--- config.mk ---
export PLATFORM = sky130hd
export DESIGN_NAME = ldfc_core
export DESIGN_NICKNAME = d
export VERILOG_FILES = /design/src/design/ldfc_pkg.sv /design/src/design/ldfc_core.sv
export SDC_FILE = /design/constraint.sdc
export NUM_CORES = 1
export LEC_CHECK = 0
export BUFFER_PORTS_ARGS = -buffer_cell sky130_fd_sc_hd__buf_4
export CORE_ASPECT_RATIO = 0.5
export CORE_MARGIN = 3
export CORE_UTILIZATION = 45
export CTS_BUF_LIST = sky130_fd_sc_hd__clkbuf_4
export DETAILED_ROUTE_END_ITERATION = 16
export PLACE_DENSITY = 0.75
export SYNTH_ARGS = -nofsm -noshare
export SYNTH_HDL_FRONTEND = slang
export SYNTH_SLANG_ARGS = --single-unit
--- constraint.sdc ---
create_clock -name core_clk -period 4.5 [get_ports core_clk]
set_input_delay 0.225 -clock core_clk [delete_from_list [all_inputs] [get_ports core_clk]]
set_output_delay 0.225 -clock core_clk [all_outputs]
set_load 0.02 [all_outputs]
--- src/design/ldfc_pkg.sv ---
// Constants and types for the laser driver fault and trim control block
// What this block does
// - Equalizer off means bypass, code ignored
// - Equalizer code decoded inversely, zeros strongest
// - Cross-point bit 7 is shift sign
// - Low seven bits give shift magnitude
// - Limiter bit 3 sign: one lowers bias
// - Limiter magnitude 000 none, 111 largest
// - High-current bit 0 selects wide range
// - Fault on monitor overvoltage or photodiode overcurrent
// - Fault when bias DAC more than halves
// - Enabled fault zeroes currents, latches fault output
// - Fault output low while disabled
// - Clean re-enable resumes after negate time
// - Persisting fault reasserts at once on re-enable
package ldfc_pkg;

    localparam logic [3:0] LDFC_OFS_EQ_ADJ = 4'h6;
    localparam logic [3:0] LDFC_OFS_CP_ADJ = 4'h7;
    localparam logic [3:0] LDFC_OFS_LIM_ADJ = 4'h8;
    localparam logic [3:0] LDFC_OFS_HMC = 4'h9;

    localparam logic [7:0] LDFC_RST_EQ_ADJ = 8'h00;
    localparam logic [7:0] LDFC_RST_CP_ADJ = 8'h00;
    localparam logic [7:0] LDFC_RST_LIM_ADJ = 8'h00;
    localparam logic [7:0] LDFC_RST_HMC = 8'h00;

    localparam int LDFC_CP_SIGN_BIT = 7;
    localparam int LDFC_LIM_SIGN_BIT = 3;
    localparam int LDFC_HMC_BIT = 0;

    localparam int LDFC_LATCH_RESET_CYC = 40;
    localparam int LDFC_NEGATE_CYC = 80;

    typedef enum {LDFC_OPER, LDFC_TRIPPED, LDFC_OFF, LDFC_WAKE} ldfc_state_e;

    typedef struct packed {
        logic eqBypass;
        logic [7:0] eqStrength;
        logic crossShiftPositive;
        logic [6:0] crossShiftMag;
        logic limiterLower;
        logic [2:0] limiterMag;
        logic wideModRange;
    } ldfc_trim_s;

endpackage : ldfc_pkg

--- src/design/ldfc_core.sv ---
// Trim decode and laser safety fault logic
`timescale 1ns/100ps
`default_nettype none
module ldfc_core import ldfc_pkg::*; #(
    parameter int LATCH_RESET_CYC = LDFC_LATCH_RESET_CYC,
    parameter int NEGATE_CYC = LDFC_NEGATE_CYC,
    parameter int DAC_W = 10
) (
    // Clock and reset
    input wire logic core_clk,
    input wire logic rst,
    // Register port from the serial interface
    input wire logic regWrEn,
    input wire logic [3:0] regAddr,
    input wire logic [7:0] regWrData,
    output logic [7:0] regRdData,
    // Control bits held elsewhere
    input wire logic equalizerOn,
    input wire logic faultShutdownEnable,
    input wire logic outputEnableBit,
    // Pins and comparators
    input wire logic disablePin,
    input wire logic biasMonitorOver,
    input wire logic photodiodeOver,
    // Bias DAC updates
    input wire logic biasDacUpdate,
    input wire logic [DAC_W-1:0] biasDacCode,
    // Outputs
    output ldfc_trim_s trim,
    output logic biasForceZero,
    output logic modForceZero,
    output logic faultOutput
);

    localparam int CNT_MAX = (LATCH_RESET_CYC > NEGATE_CYC) ? LATCH_RESET_CYC : NEGATE_CYC;
    localparam int CNT_W = $clog2(CNT_MAX + 1);
    localparam logic [CNT_W-1:0] LATCH_LIM = CNT_W'(LATCH_RESET_CYC);
    localparam logic [CNT_W-1:0] NEGATE_LIM = CNT_W'(NEGATE_CYC);

    function automatic ldfc_trim_s decodeTrim(input logic eqOn, input logic [7:0] equalizer_adjust,
                                              input logic [7:0] cross_point_adjust, input logic [7:0] limAdj,
                                              input logic [7:0] hmc);
        ldfc_trim_s t;
        t.eqBypass = !eqOn;
        t.eqStrength = eqOn ? ~equalizer_adjust : 8'h00;
        t.crossShiftPositive = cross_point_adjust[LDFC_CP_SIGN_BIT];
        t.crossShiftMag = cross_point_adjust[6:0];
        t.limiterLower = limAdj[LDFC_LIM_SIGN_BIT];
        t.limiterMag = limAdj[2:0];
        t.wideModRange = hmc[LDFC_HMC_BIT];
        return t;
    endfunction : decodeTrim

    // Trim registers
    logic [7:0] equalizer_adjust_q;
    logic [7:0] cross_point_adjust_q;
    logic [7:0] limAdj_q;
    logic [7:0] hmc_q;
    logic [7:0] regRdData_q;
    logic [7:0] rdMux;
    ldfc_trim_s trim_q;
    ldfc_trim_s trim_d;

    assign rdMux = (regAddr == LDFC_OFS_EQ_ADJ) ? equalizer_adjust_q :
                   (regAddr == LDFC_OFS_CP_ADJ) ? cross_point_adjust_q :
                   (regAddr == LDFC_OFS_LIM_ADJ) ? limAdj_q :
                   (regAddr == LDFC_OFS_HMC) ? hmc_q : 8'h00;
    assign trim_d = decodeTrim(equalizerOn, equalizer_adjust_q, cross_point_adjust_q, limAdj_q, hmc_q);

    always_ff @(posedge core_clk or posedge rst) begin
        if (rst) begin
            equalizer_adjust_q <= LDFC_RST_EQ_ADJ;
            cross_point_adjust_q <= LDFC_RST_CP_ADJ;
            limAdj_q <= LDFC_RST_LIM_ADJ;
            hmc_q <= LDFC_RST_HMC;
        end else if (regWrEn) begin
            if (regAddr == LDFC_OFS_EQ_ADJ) equalizer_adjust_q <= regWrData;
            if (regAddr == LDFC_OFS_CP_ADJ) cross_point_adjust_q <= regWrData;
            if (regAddr == LDFC_OFS_LIM_ADJ) limAdj_q <= regWrData;
            if (regAddr == LDFC_OFS_HMC) hmc_q <= regWrData;
        end
    end

    always_ff @(posedge core_clk or posedge rst) begin
        if (rst) begin
            regRdData_q <= 8'h00;
            trim_q <= '0;
        end else begin
            regRdData_q <= rdMux;
            trim_q <= trim_d;
        end
    end

    // Pin synchronisers, a change counts when stages two and three agree
    logic [2:0] disSync_q;
    logic [2:0] monSync_q;
    logic [2:0] pdSync_q;
    logic disFilt_q;
    logic monFilt_q;
    logic pdFilt_q;

    always_ff @(posedge core_clk or posedge rst) begin
        if (rst) begin
            disSync_q <= 3'h7;
            monSync_q <= 3'h0;
            pdSync_q <= 3'h0;
            disFilt_q <= 1'b1;
            monFilt_q <= 1'b0;
            pdFilt_q <= 1'b0;
        end else begin
            disSync_q <= {disSync_q[1:0], disablePin};
            monSync_q <= {monSync_q[1:0], biasMonitorOver};
            pdSync_q <= {pdSync_q[1:0], photodiodeOver};
            if (disSync_q[1] == disSync_q[2]) disFilt_q <= disSync_q[2];
            if (monSync_q[1] == monSync_q[2]) monFilt_q <= monSync_q[2];
            if (pdSync_q[1] == pdSync_q[2]) pdFilt_q <= pdSync_q[2];
        end
    end

    // Fault detection
    logic [DAC_W-1:0] dacPrev_q;
    logic [DAC_W:0] dacNewX2;
    logic dacDrop;
    logic faultNow;
    logic disabling;

    assign dacNewX2 = {biasDacCode, 1'b0};
    assign dacDrop = biasDacUpdate && (dacNewX2 < {1'b0, dacPrev_q});
    assign faultNow = monFilt_q || pdFilt_q || dacDrop;
    assign disabling = disFilt_q || !outputEnableBit;

    always_ff @(posedge core_clk or posedge rst) begin
        if (rst) begin
            dacPrev_q <= '0;
        end else if (biasDacUpdate) begin
            dacPrev_q <= biasDacCode;
        end
    end

    // Safety state machine
    ldfc_state_e state_q;
    ldfc_state_e state_d;
    logic [CNT_W-1:0] cnt_q;
    logic [CNT_W-1:0] cnt_d;
    logic pending_q;
    logic pending_d;
    logic trip;

    assign trip = faultNow && faultShutdownEnable;

    always_comb begin
        state_d = state_q;
        cnt_d = cnt_q;
        pending_d = pending_q;
        case (state_q)
            LDFC_OPER: begin
                if (disabling) begin
                    state_d = LDFC_OFF;
                    cnt_d = '0;
                end else if (trip) begin
                    state_d = LDFC_TRIPPED;
                end
            end
            LDFC_TRIPPED: begin
                if (disabling) begin
                    state_d = LDFC_OFF;
                    cnt_d = '0;
                    pending_d = 1'b1;
                end
            end
            LDFC_OFF: begin
                if (cnt_q < CNT_W'(CNT_MAX)) cnt_d = cnt_q + 1'b1;
                if (cnt_q >= LATCH_LIM) pending_d = 1'b0;
                if (!disabling) begin
                    if (trip || (pending_q && cnt_q < LATCH_LIM)) begin
                        state_d = LDFC_TRIPPED;
                    end else begin
                        state_d = LDFC_WAKE;
                        cnt_d = '0;
                        pending_d = 1'b0;
                    end
                end
            end
            LDFC_WAKE: begin
                cnt_d = cnt_q + 1'b1;
                if (disabling) begin
                    state_d = LDFC_OFF;
                    cnt_d = '0;
                end else if (trip) begin
                    state_d = LDFC_TRIPPED;
                end else if (cnt_q >= NEGATE_LIM - 1'b1) begin
                    state_d = LDFC_OPER;
                end
            end
            default: begin
                state_d = LDFC_OFF;
                cnt_d = '0;
            end
        endcase
    end

    logic fault_q;
    logic zero_q;

    always_ff @(posedge core_clk or posedge rst) begin
        if (rst) begin
            state_q <= LDFC_OFF;
            cnt_q <= '0;
            pending_q <= 1'b0;
            fault_q <= 1'b0;
            zero_q <= 1'b1;
        end else begin
            state_q <= state_d;
            cnt_q <= cnt_d;
            pending_q <= pending_d;
            fault_q <= (state_d == LDFC_TRIPPED);
            zero_q <= (state_d != LDFC_OPER);
        end
    end

    assign regRdData = regRdData_q;
    assign trim = trim_q;
    assign biasForceZero = zero_q;
    assign modForceZero = zero_q;
    assign faultOutput = fault_q;
endmodule : ldfc_core
`default_nettype wire

-- After elaboration in Yosys (flattened, before gate mapping)
Cells that the tools add are included.
- flip-flop bits (word level): 126
- input bits: 32
- output and inout port bits: 33
- logic and storage cells: 87
- add/subtract/negate cells: 1
- $lt $le $gt $ge: 5
- equal/unequal tests: 13
- muxes and demuxes: 25
- bitwise gates (word level): 1
- reduce and logical (&&, ||, !) cells: 18
- operators with widths (cell ; number):
    32-bit two-way mux ; 7
    32-bit case mux with 4 select lines ; 1
    32-bit by 2-bit equality test with 1-bit output, second input constant ; 3
    8-bit two-way mux ; 5
    7-bit two-way mux ; 5
    32-bit by 1-bit equality test with 1-bit output, second input constant ; 1
    32-bit zero test ; 1
    32-bit nonzero test ; 1
    7-bit case mux with 3 select lines ; 1
    11-bit by 10-bit less-than comparator with 1-bit output ; 1
    2-bit AND reduction ; 5
    4-bit by 3-bit equality test with 1-bit output, second input constant ; 2
    4-bit equality test, second input constant ; 2
    8-bit NOT ; 1
    7-bit by 1-bit adder with 7-bit output, second input constant ; 1
    7-bit by 6-bit >= comparator with 1-bit output, second input constant ; 1
    7-bit >= comparator, second input constant ; 1
    7-bit by 6-bit less-than comparator with 1-bit output, second input constant ; 1
    7-bit less-than comparator, second input constant ; 1
    1-bit logical OR ; 4
    1-bit two-way mux ; 4
    1-bit equality test ; 3
    1-bit logical AND ; 3
    1-bit zero test ; 2
    other kinds (6) ; 6

-- Logic depth before layout (Yosys ltp)
Gate-level depths: netlist (run 1).
- depth in word-level cells: 9
- gate-level depth with buffers: 8
- gate-level depth less buffers: 8

-- Worst setup path before layout (run 1)
OpenSTA, ideal clock, no wires.
- kind: register to register
- from: register dacPrev_q[4]
- to: register cnt_q[4]
- setup time: 77 ps
- data arrival time: 1897 ps
- data required time: 4423 ps
- setup slack: 2526 ps
- stages on the path, launching flop included: 9
- path buffers: 0
- clock period less this slack: 1974 ps
- cell sequence: dfrtp_1 > inv_1 > ha_1 > a211oi_1 > nor2_1 > o311ai_0 > nand4_1 > a32o_1 > a21oi_1
- word-level cells in the longest chain between the ends: 8
- ends and longest elaborated chain (element ; RTL line ; text):
    start: declaration ; ldfc_core.sv:121 ; logic [DAC_W-1:0] dacPrev_q;
    start signal: assignment ; ldfc_core.sv:136 ; dacPrev_q <= biasDacCode;
    11-bit by 10-bit less-than comparator with 1-bit output ; ldfc_core.sv:128 ; assign dacDrop = biasDacUpdate && (dacNewX2 < {1'b0, dacPrev_q});
    1-bit logical AND ; ldfc_core.sv:128 ;
    1-bit logical OR ; ldfc_core.sv:129 ; assign faultNow = monFilt_q || pdFilt_q || dacDrop;
    1-bit logical AND ; ldfc_core.sv:149 ; assign trip = faultNow && faultShutdownEnable;
    1-bit logical OR ; ldfc_core.sv:175 ; if (trip || (pending_q && cnt_q < LATCH_LIM)) begin
    7-bit two-way mux ; ldfc_core.sv:175 ;
    7-bit two-way mux ; ldfc_core.sv:174 ; if (!disabling) begin
    7-bit case mux with 3 select lines ; ldfc_core.sv:155 ; case (state_q)
    end signal: assignment ; ldfc_core.sv:214 ; cnt_q <= cnt_d;
    end: declaration ; ldfc_core.sv:143 ; logic [CNT_W-1:0] cnt_q;
Every way passes these cells.
A chain may end at the register's enable or synchronous reset.

-- Final worst setup path (run 1)
- from: input port biasDacCode[3]
- to: register cnt_q[4]
- word-level cells in the longest chain between the ends: 8
- ends and longest elaborated chain (element ; RTL line ; text):
    start: declaration ; ldfc_core.sv:27 ; input wire logic [DAC_W-1:0] biasDacCode,
    11-bit by 10-bit less-than comparator with 1-bit output ; ldfc_core.sv:128 ;
    1-bit logical AND ; ldfc_core.sv:128 ;
    1-bit logical OR ; ldfc_core.sv:129 ;
    1-bit logical AND ; ldfc_core.sv:149 ;
    1-bit logical OR ; ldfc_core.sv:175 ;
    7-bit two-way mux ; ldfc_core.sv:175 ;
    7-bit two-way mux ; ldfc_core.sv:174 ;
    7-bit case mux with 3 select lines ; ldfc_core.sv:155 ;
Every way passes these cells.

==> metrics.log, run 1 <==
INFO  metric die_outline_area = 11900 um2
INFO  metric detailedRoute.firstIterationViolations = 129
INFO  metric first_global_vias = 2991
INFO  metric sequentialPowerShare = 51.7%
INFO  metric drive_above_1_share = 28.2%
INFO  metric minimum_period_implied_by_the_final_worst_setup_slack = 2.34 ns
INFO  metric path_delay_family = compound AO/OA/AOI/OAI gates
INFO  metric period_share = 52.0%
INFO  metric drv_slew = 0
INFO  metric place.detailed.hpwl = 5.67 mm
INFO  metric leakagePower = 2.87 nW
INFO  metric ys_dominant_reg_cell = dfrtp_1
INFO  metric finalInstanceArea = 6060 um2
INFO  metric via_count = 3018
INFO  metric number_of_vias_per_cell_after_detailed_routing = 4.83
INFO  metric synth_enable_flop_cells = 0
INFO  metric clock_pin_transition_on_the_worst_setup_and_hold_timing_paths = 0.11 ns
INFO  metric detail_route.first_pass.iterations = 4
INFO  metric htree_num_levels = 4
INFO  metric synthDominantCellAreaShare = 63.3%
INFO  metric crit_cells = 9
INFO  metric syn-cell-area = 4740 um2
INFO  metric outcome = completed
INFO  metric fin_cells = 625
INFO  metric worstRegToRegCells = 8
INFO  metric die_width = 151 um
INFO  metric post_cts_hold_buffer_count = 24
INFO  metric cellPowerDensity = 428 nW/um2
INFO  metric num-fill-cells = 788
INFO  metric die_h = 78.6 um
INFO  metric area_growth_syn_to_layout = 27.7%
INFO  metric grt_start_max_net_pins = 89
INFO  metric critical-path-slowest-cell = dlygate4sd3_1
INFO  metric setup_slack = 2.16 ns
INFO  metric clock_insertion_delay_worst_skew = 0.51 ns
INFO  metric synth_cell_types = 59
INFO  metric placed_cells_incl_taps = 569
INFO  metric critPathKind = input pin to register
INFO  metric clock-sinks = 126
INFO  metric net-switching-power = 0.000638 W
INFO  metric clockRootBuffer = clkbuf_4
INFO  metric timing_worst_slew_pin_value = 1.02 ns
INFO  metric switching_share = 24.6%
INFO  metric p_clk_share = 35.3%
INFO  metric ys_seq_elements = 126
INFO  metric route.detailed.wl_per_inst = 13.8 um
INFO  metric setup_viol = 0
INFO  metric dp_slack = 2.23 ns
INFO  metric postRouteAntennaNets = 0
INFO  metric setup_tns = 0 ns
INFO  metric hold-worst-slack = 0.0409 ns
INFO  metric max_cap_violations = 0
INFO  metric drt_drc_violations_left = 0
INFO  metric grt_use_total = 15.9%
INFO  metric globalplace.congestion = 0.777
INFO  metric worst_clock_skew = 0.0147 ns
INFO  metric final_common_cell = dfrtp_1
INFO  metric core_area = 9850 um2
INFO  metric postPlaceCellArea = 5470 um2
INFO  metric postRouteWirelength = 8.62 mm
INFO  metric floorplan.io_pins = 65
INFO  metric cts.repair_timing.setup_buffer_count = 0
INFO  metric hold_path_class = input pin to register
INFO  metric worst_hold_path_stage_count = 2
INFO  metric antenna-diode-count = 0
INFO  metric internal_power = 0.00195 W
INFO  metric netlist_instances = 349
INFO  metric grt_pass1_wl = 14.4 mm
INFO  metric startpoint_type = input pin
INFO  metric num-nets-final = 520
INFO  metric layout_common_cells = dfrtp_1, buf_4, nand2_1
INFO  metric critPathBufInv = 2
INFO  metric max_frequency = 0.427 GHz
INFO  metric yosys.area.top_type = dfrtp_1
INFO  metric cts_tree = done
INFO  metric rsz0062_at_grt = no
INFO  metric post_cts.resized_instances = 0
INFO  metric cp_max_fo = 4
INFO  metric power_frac_comb = 13.1%
INFO  metric io_buffer_count = 64
INFO  metric max-clock-path-buffers = 2
INFO  metric vdd.ir_drop.worst = 0.204 mV
INFO  metric synth-async-reset-ratio = 100%
INFO  metric synth-warning-count = 0
INFO  metric critPathCaptureType = register
INFO  metric initial_antenna_violation_count = 0
INFO  metric syn-mean-instance-area = 13.6 um2
INFO  metric post_synth_main_area_contributors = dfrtp_1, mux2_2, mux2_1, dfstp_2, ha_1
INFO  metric hold_violations = 0
INFO  metric sequential_fraction_of_the_synthesis_area = 66.6%
INFO  metric globalRoute.totalOverflow = 0
INFO  metric slew-limit-headroom = 31.7%
INFO  metric floorplan.initialDensity = 48.1%
INFO  metric std_cell_rows = 25
INFO  metric cts_made_buffers = 17
INFO  metric critPathRequiredTime = 4.94 ns
INFO  metric worstPathArrival = 2.78 ns
INFO  metric critPathMaxStageDelay = 0.54 ns
INFO  metric critical_path_cell_list = dlygate4sd3_1 > buf_4 > ha_1 > a211oi_1 > nor2_1 > o311ai_0 > nand4_1 > a32o_1 > a21oi_1
-- synthesized netlist by cell type (2+ instances only) --
cell,count
mux2_2,25
nand3_1,3
nor2_1,16
dfrtp_1,120
mux2_1,16
and3_1,2
maj3_1,3
ha_1,11
a22oi_1,8
nand2_1,35
clkbuf_1,6
o21ai_0,11
buf_2,2
o21a_1,2
or3_1,2
nand4_1,4
o2bb2ai_1,2
nor4_2,2
or2_1,2
dfstp_2,6
inv_1,14
nor4_1,5
a21oi_1,10
o21ai_1,4
nand2b_1,3
or4_1,2
-- path summary, 6_finish.rpt --
path / startpoint / end / slack (ns)
max: biasDacCode[3] / cnt_q[4] / 2.16
min: biasDacUpdate / dacPrev_q[4] / 0.04
max reg2reg: dacPrev_q[4] / cnt_q[4] / 2.17
min reg2reg: disSync_q[0] / disSync_q[1] / 0.36
max in group asynchronous: rst / disSync_q[1] / 2.86
min in group asynchronous: rst / pdSync_q[2] / 0.50
-- power by group through the flow --
stage,logic (W),clock network [W],registers (W)
after floorplan,0.000139,0,0.00140
after global placement,0.000317,0,0.00136
after detailed placement,0.000325,0,0.00136
after CTS,0.000344,0.000933,0.00134
after global routing,0.000370,0.000995,0.00136
final,0.000338,0.000913,0.00134
-- layer usage --
layer / vias up / routed length, um / global-route usage, %
li1: 1462 / - / -
met1: 1479 / 4000 / 20.3
met2: 68 / 4120 / 25.1
met3: 9 / 414 / 6.00
met4: 0 / 93 / 5.70
met5: - / 0 / 0
-- registers in the layout (all words and copies together), names as in the netlist, 3 cells and up --
register              cells
state_q                  32
trim                     22
dacPrev_q                10
cross_point_adjust_q      8
equalizer_adjust_q        8
hmc_q                     8
limAdj_q                  8
regRdData                 8
cnt_q                     7
disSync_q                 3
monSync_q                 3
pdSync_q                  3
-- through the flow --
| stage | utilization [%] | total power, W |
|---|---|---|
| floorplan | - | 0.00154 |
| finish | 61.5 | 0.00259 |
| CTS | 61.5 | 0.00262 |
| global placement | 55.6 | 0.00168 |
| detailed placement | 55.6 | 0.00169 |
| global route | 61.5 | 0.00272 |
-- worst register-to-register path, delay by kind of cell, from the launching register on --
kind / cells / cell delay, ns
compound gates: 4 / 1.19
fa+ha+maj: 1 / 0.23
buf+inv: 1 / 0.06
flops: 1 / 0.38
simple gates: 2 / 0.39
-- area by class of cell --
class                   instances  area (um2)  share of cell area [%]
flip-flops and latches        126        3160                    52.2
multi-input cells             227        1590                    26.3
repair buffers                 90         736                    12.1
clock inverters                12         193                    3.18
well taps                     135         169                    2.79
clock buffers                  20         150                    2.48
inverters                      15        58.8                   0.971
-- cells by family after synthesis --
family                     Yosys count  synth area share [%]
buffers and inverters               25                  2.11
muxes                               42                  9.95
and+or+nand+nor                     89                  9.97
adders and majority gates           14                  3.54
AOI/OAI and AO/OA                   52                  7.70
DFF                                126                  66.6
other                                1                0.0791
No activity file was read; power rests on OpenSTA's default activity.
==> run 2, diff against run 1 <==
==> constraint.sdc (replaced) <==
create_clock -name core_clk -period 2.3 [get_ports core_clk]
set_input_delay 0.115 -clock core_clk [delete_from_list [all_inputs] [get_ports core_clk]]
set_output_delay 0.115 -clock core_clk [all_outputs]
set_load 0.02 [all_outputs]
==> run 2 against run 1 <==
  * Sequential power is 95% higher
  * Combinational power increased by 110%
  * Cell count rose by 4.2%
  * Global-route usage increased by 0.71 points
  * Core utilization increased by 1.4 points
  * Worst hold slack improved by 0.025 ns
  * Clock-buffer cell count up 2
  * Flip-flop and latch count unchanged
  * Routed wire length rose by 4.8%
  * Sequential share of layout area fell by 1.2 points
  * Register-to-register slack worse by 2.0 ns
  * Design area is 2.3% higher
  * Largest cell class unchanged
  * Largest power group unchanged
==> metrics.log, run 2 (same netlist as run 1, synthesis figures left out) <==
INFO  metric worstRegToRegCells = 5 (was 8)
INFO  metric path_delay_family = simple AND/OR/NAND/NOR gates (was compound AO/OA/AOI/OAI gates)
INFO  metric hold_path_class = input pin to register (unchanged)
INFO  metric htree_num_levels = 4 (unchanged)
INFO  metric num-nets-final = 546 (was 520)
INFO  metric rsz0062_at_grt = no (unchanged)
INFO  metric dp_slack = 0.0886 ns (was 2.23 ns)
INFO  metric critical_path_cell_list = nor4_1 > nand4_1 > or4_1 > and3_4 > a311oi_2 (was dlygate4sd3_1 > buf_4 > ha_1 > a211oi_1 > nor2_1 > o311ai_0 > nand4_1 > a32o_1 > a21oi_1)
INFO  metric worst_hold_path_stage_count = 5 (was 2)
INFO  metric crit_cells = 5 (was 9)
INFO  metric setup_viol = 0 (unchanged)
INFO  metric std_cell_rows = 25 (unchanged)
INFO  metric floorplan.io_pins = 65 (unchanged)
INFO  metric drv_slew = 0 (unchanged)
INFO  metric setup_tns = 0 ns (unchanged)
INFO  metric reg2reg_slack = 0.22 ns (was 2.17 ns)
INFO  metric leakagePower = 2.92 nW (was 2.87 nW)
INFO  metric io_buffer_count = 64 (unchanged)
INFO  metric critPathKind = register to register (was input pin to register)
INFO  metric largest_reg_flops = 32 (unchanged)
INFO  metric grt_start_max_net_pins = 73 (was 89)
INFO  metric minimum_period_implied_by_the_final_worst_setup_slack = 2.08 ns
INFO  metric route.detailed.wl_per_inst = 13.9 um (was 13.8 um)
INFO  metric via_count = 3117 (was 3018)
INFO  metric setup_slack = 0.217 ns (was 2.16 ns)
INFO  metric detailedRoute.firstIterationViolations = 173 (was 129)
INFO  metric max_frequency = 0.480 GHz
INFO  metric floorplan.initialDensity = 48.1% (unchanged)
INFO  metric clockRootBuffer = clkbuf_4 (unchanged)
INFO  metric die_h = 78.6 um (unchanged)
INFO  metric critPathBufInv = 0 (was 2)
INFO  metric final_common_cell = dfrtp_1 (unchanged)
INFO  metric core_area = 9850 um2 (unchanged)
INFO  metric hold-worst-slack = 0.0657 ns (was 0.0409 ns)
INFO  metric number_of_vias_per_cell_after_detailed_routing = 4.79 (was 4.83)
INFO  metric cts_tree = done (unchanged)
INFO  metric place.detailed.hpwl = 5.69 mm (was 5.67 mm)
INFO  metric post_route_total_power = 0.00453 W (was 0.00259 W)
INFO  metric detail_route.first_pass.iterations = 4 (unchanged)
INFO  metric area_growth_syn_to_layout = 30.7% (was 27.7%)
INFO  metric startpoint_type = register (was input pin)
INFO  metric clock-sinks = 126 (unchanged)
INFO  metric postRouteWirelength = 9.04 mm (was 8.62 mm)
INFO  metric layout_common_cells = dfrtp_1, buf_4, dlygate4sd3_1 (was dfrtp_1, buf_4, nand2_1)
INFO  metric critPathMaxStageDelay = 0.67 ns (was 0.54 ns)
INFO  metric timing_worst_slew_pin_value = 0.629 ns (was 1.02 ns)
INFO  metric grt_pass1_wl = 15.4 mm (was 14.4 mm)
INFO  metric cts_made_buffers = 17 (unchanged)
INFO  metric slew-limit-headroom = 58.0% (was 31.7%)
INFO  metric cp_max_fo = 9 (was 4)
INFO  metric critical-path-slowest-cell = or4_1 (was dlygate4sd3_1)
INFO  metric globalplace.congestion = 0.810 (was 0.777)
INFO  metric first_global_vias = 3269 (was 2991)
INFO  metric critPathRequiredTime = 2.71 ns (was 4.94 ns)
INFO  metric drt_drc_violations_left = 0 (unchanged)
INFO  metric postRouteAntennaNets = 0 (unchanged)
INFO  metric register_name_with_the_most_flops = state_q (unchanged)
INFO  metric max_cap_violations = 0 (unchanged)
INFO  metric vdd.ir_drop.worst = 0.433 mV (was 0.204 mV)
INFO  metric die_width = 151 um (unchanged)
INFO  metric antenna-diode-count = 0 (unchanged)
INFO  metric initial_antenna_violation_count = 0 (unchanged)
INFO  metric clock_pin_transition_on_the_worst_setup_and_hold_timing_paths = 0.10 ns (was 0.11 ns)
INFO  metric grt_use_total = 16.6% (was 15.9%)
INFO  metric globalRoute.totalOverflow = 0 (unchanged)
INFO  metric hold_violations = 0 (unchanged)
INFO  metric max-clock-path-buffers = 2 (unchanged)
INFO  metric cellPowerDensity = 731 nW/um2 (was 428 nW/um2)
INFO  metric clock_insertion_delay_worst_skew = 0.50 ns (was 0.51 ns)
INFO  metric period_share = 90.6%
INFO  metric outcome = completed (unchanged)
INFO  metric die_outline_area = 11900 um2 (unchanged)
INFO  metric critPathCaptureType = register (unchanged)
INFO  metric drive_above_1_share = 28.1% (was 28.2%)
INFO  metric worst_clock_skew = 0.0210 ns (was 0.0147 ns)
INFO  metric worstPathArrival = 2.49 ns (was 2.78 ns)
-- run 2: area by class of cell --
type | count | area (um2)
tap | 135 | 169
inverter | 15 | 60.1
fill | 760 | 3660
multi-input combinational | 227 | 1600
sequential | 126 | 3160
clock inverter | 10 | 51.3
clock buffer | 22 | 165
timing repair buffer | 116 | 988
-- run 2: worst min-delay path, cell delays in order --
cell	delay (ns)
buf_4	0.09
nor4bb_1	0.04
buf_4	0.16
nand2_1	0.07
nand2_1	0.04
-- run 2: final timing paths --
path / startpoint / endpoint
min in group asynchronous: rst / trim[20]
worst max register to register: state_q[18] / cnt_q[3]
worst min register to register: disSync_q[0] / disSync_q[1]
max in group asynchronous: rst / biasForceZero
worst min-delay path: regAddr[2] / regRdData[4]
worst max-delay path: state_q[18] / cnt_q[3]
-- run 2: timing repair --
| action | 4_1_cts | 5_1_grt |
|---|---|---|
| hold buffers | 42 | 0 |
| setup endpoints to repair | 0 | 6 |
| resized for setup | 0 | 3 |
| buffers inserted | 0 | 2 |
| hold endpoints to repair | 74 | 0 |
-- run 2: routing by layer --
layer	global-route usage, %	part of all wire, %	vias up
met1	21.3	46	1529
met5	0	0	-
met3	4.27	3.5	18
met4	7.23	1.8	0
met2	27.0	49	62
li1	-	-	1508
-- run 2: where the power goes --
part           total (W)  leakage, nW  switching, W  internal, W
clock network    0.00121        0.126      0.000744     0.000467
logic           0.000705         1.26      0.000340     0.000365
registers        0.00261         1.53      0.000127      0.00249
total            0.00453         2.92       0.00121      0.00332
-- run 2: metrics by stage --
step           util (%)  instance area (um2)  instances
3_3_place_gp       56.2                 5530        575
2_1_floorplan         -                 4850        378
4_1_cts            62.6                 6170        649
6_report           62.9                 6200        651
5_1_grt            62.9                 6200        651
3_5_place_dp       56.2                 5530        575
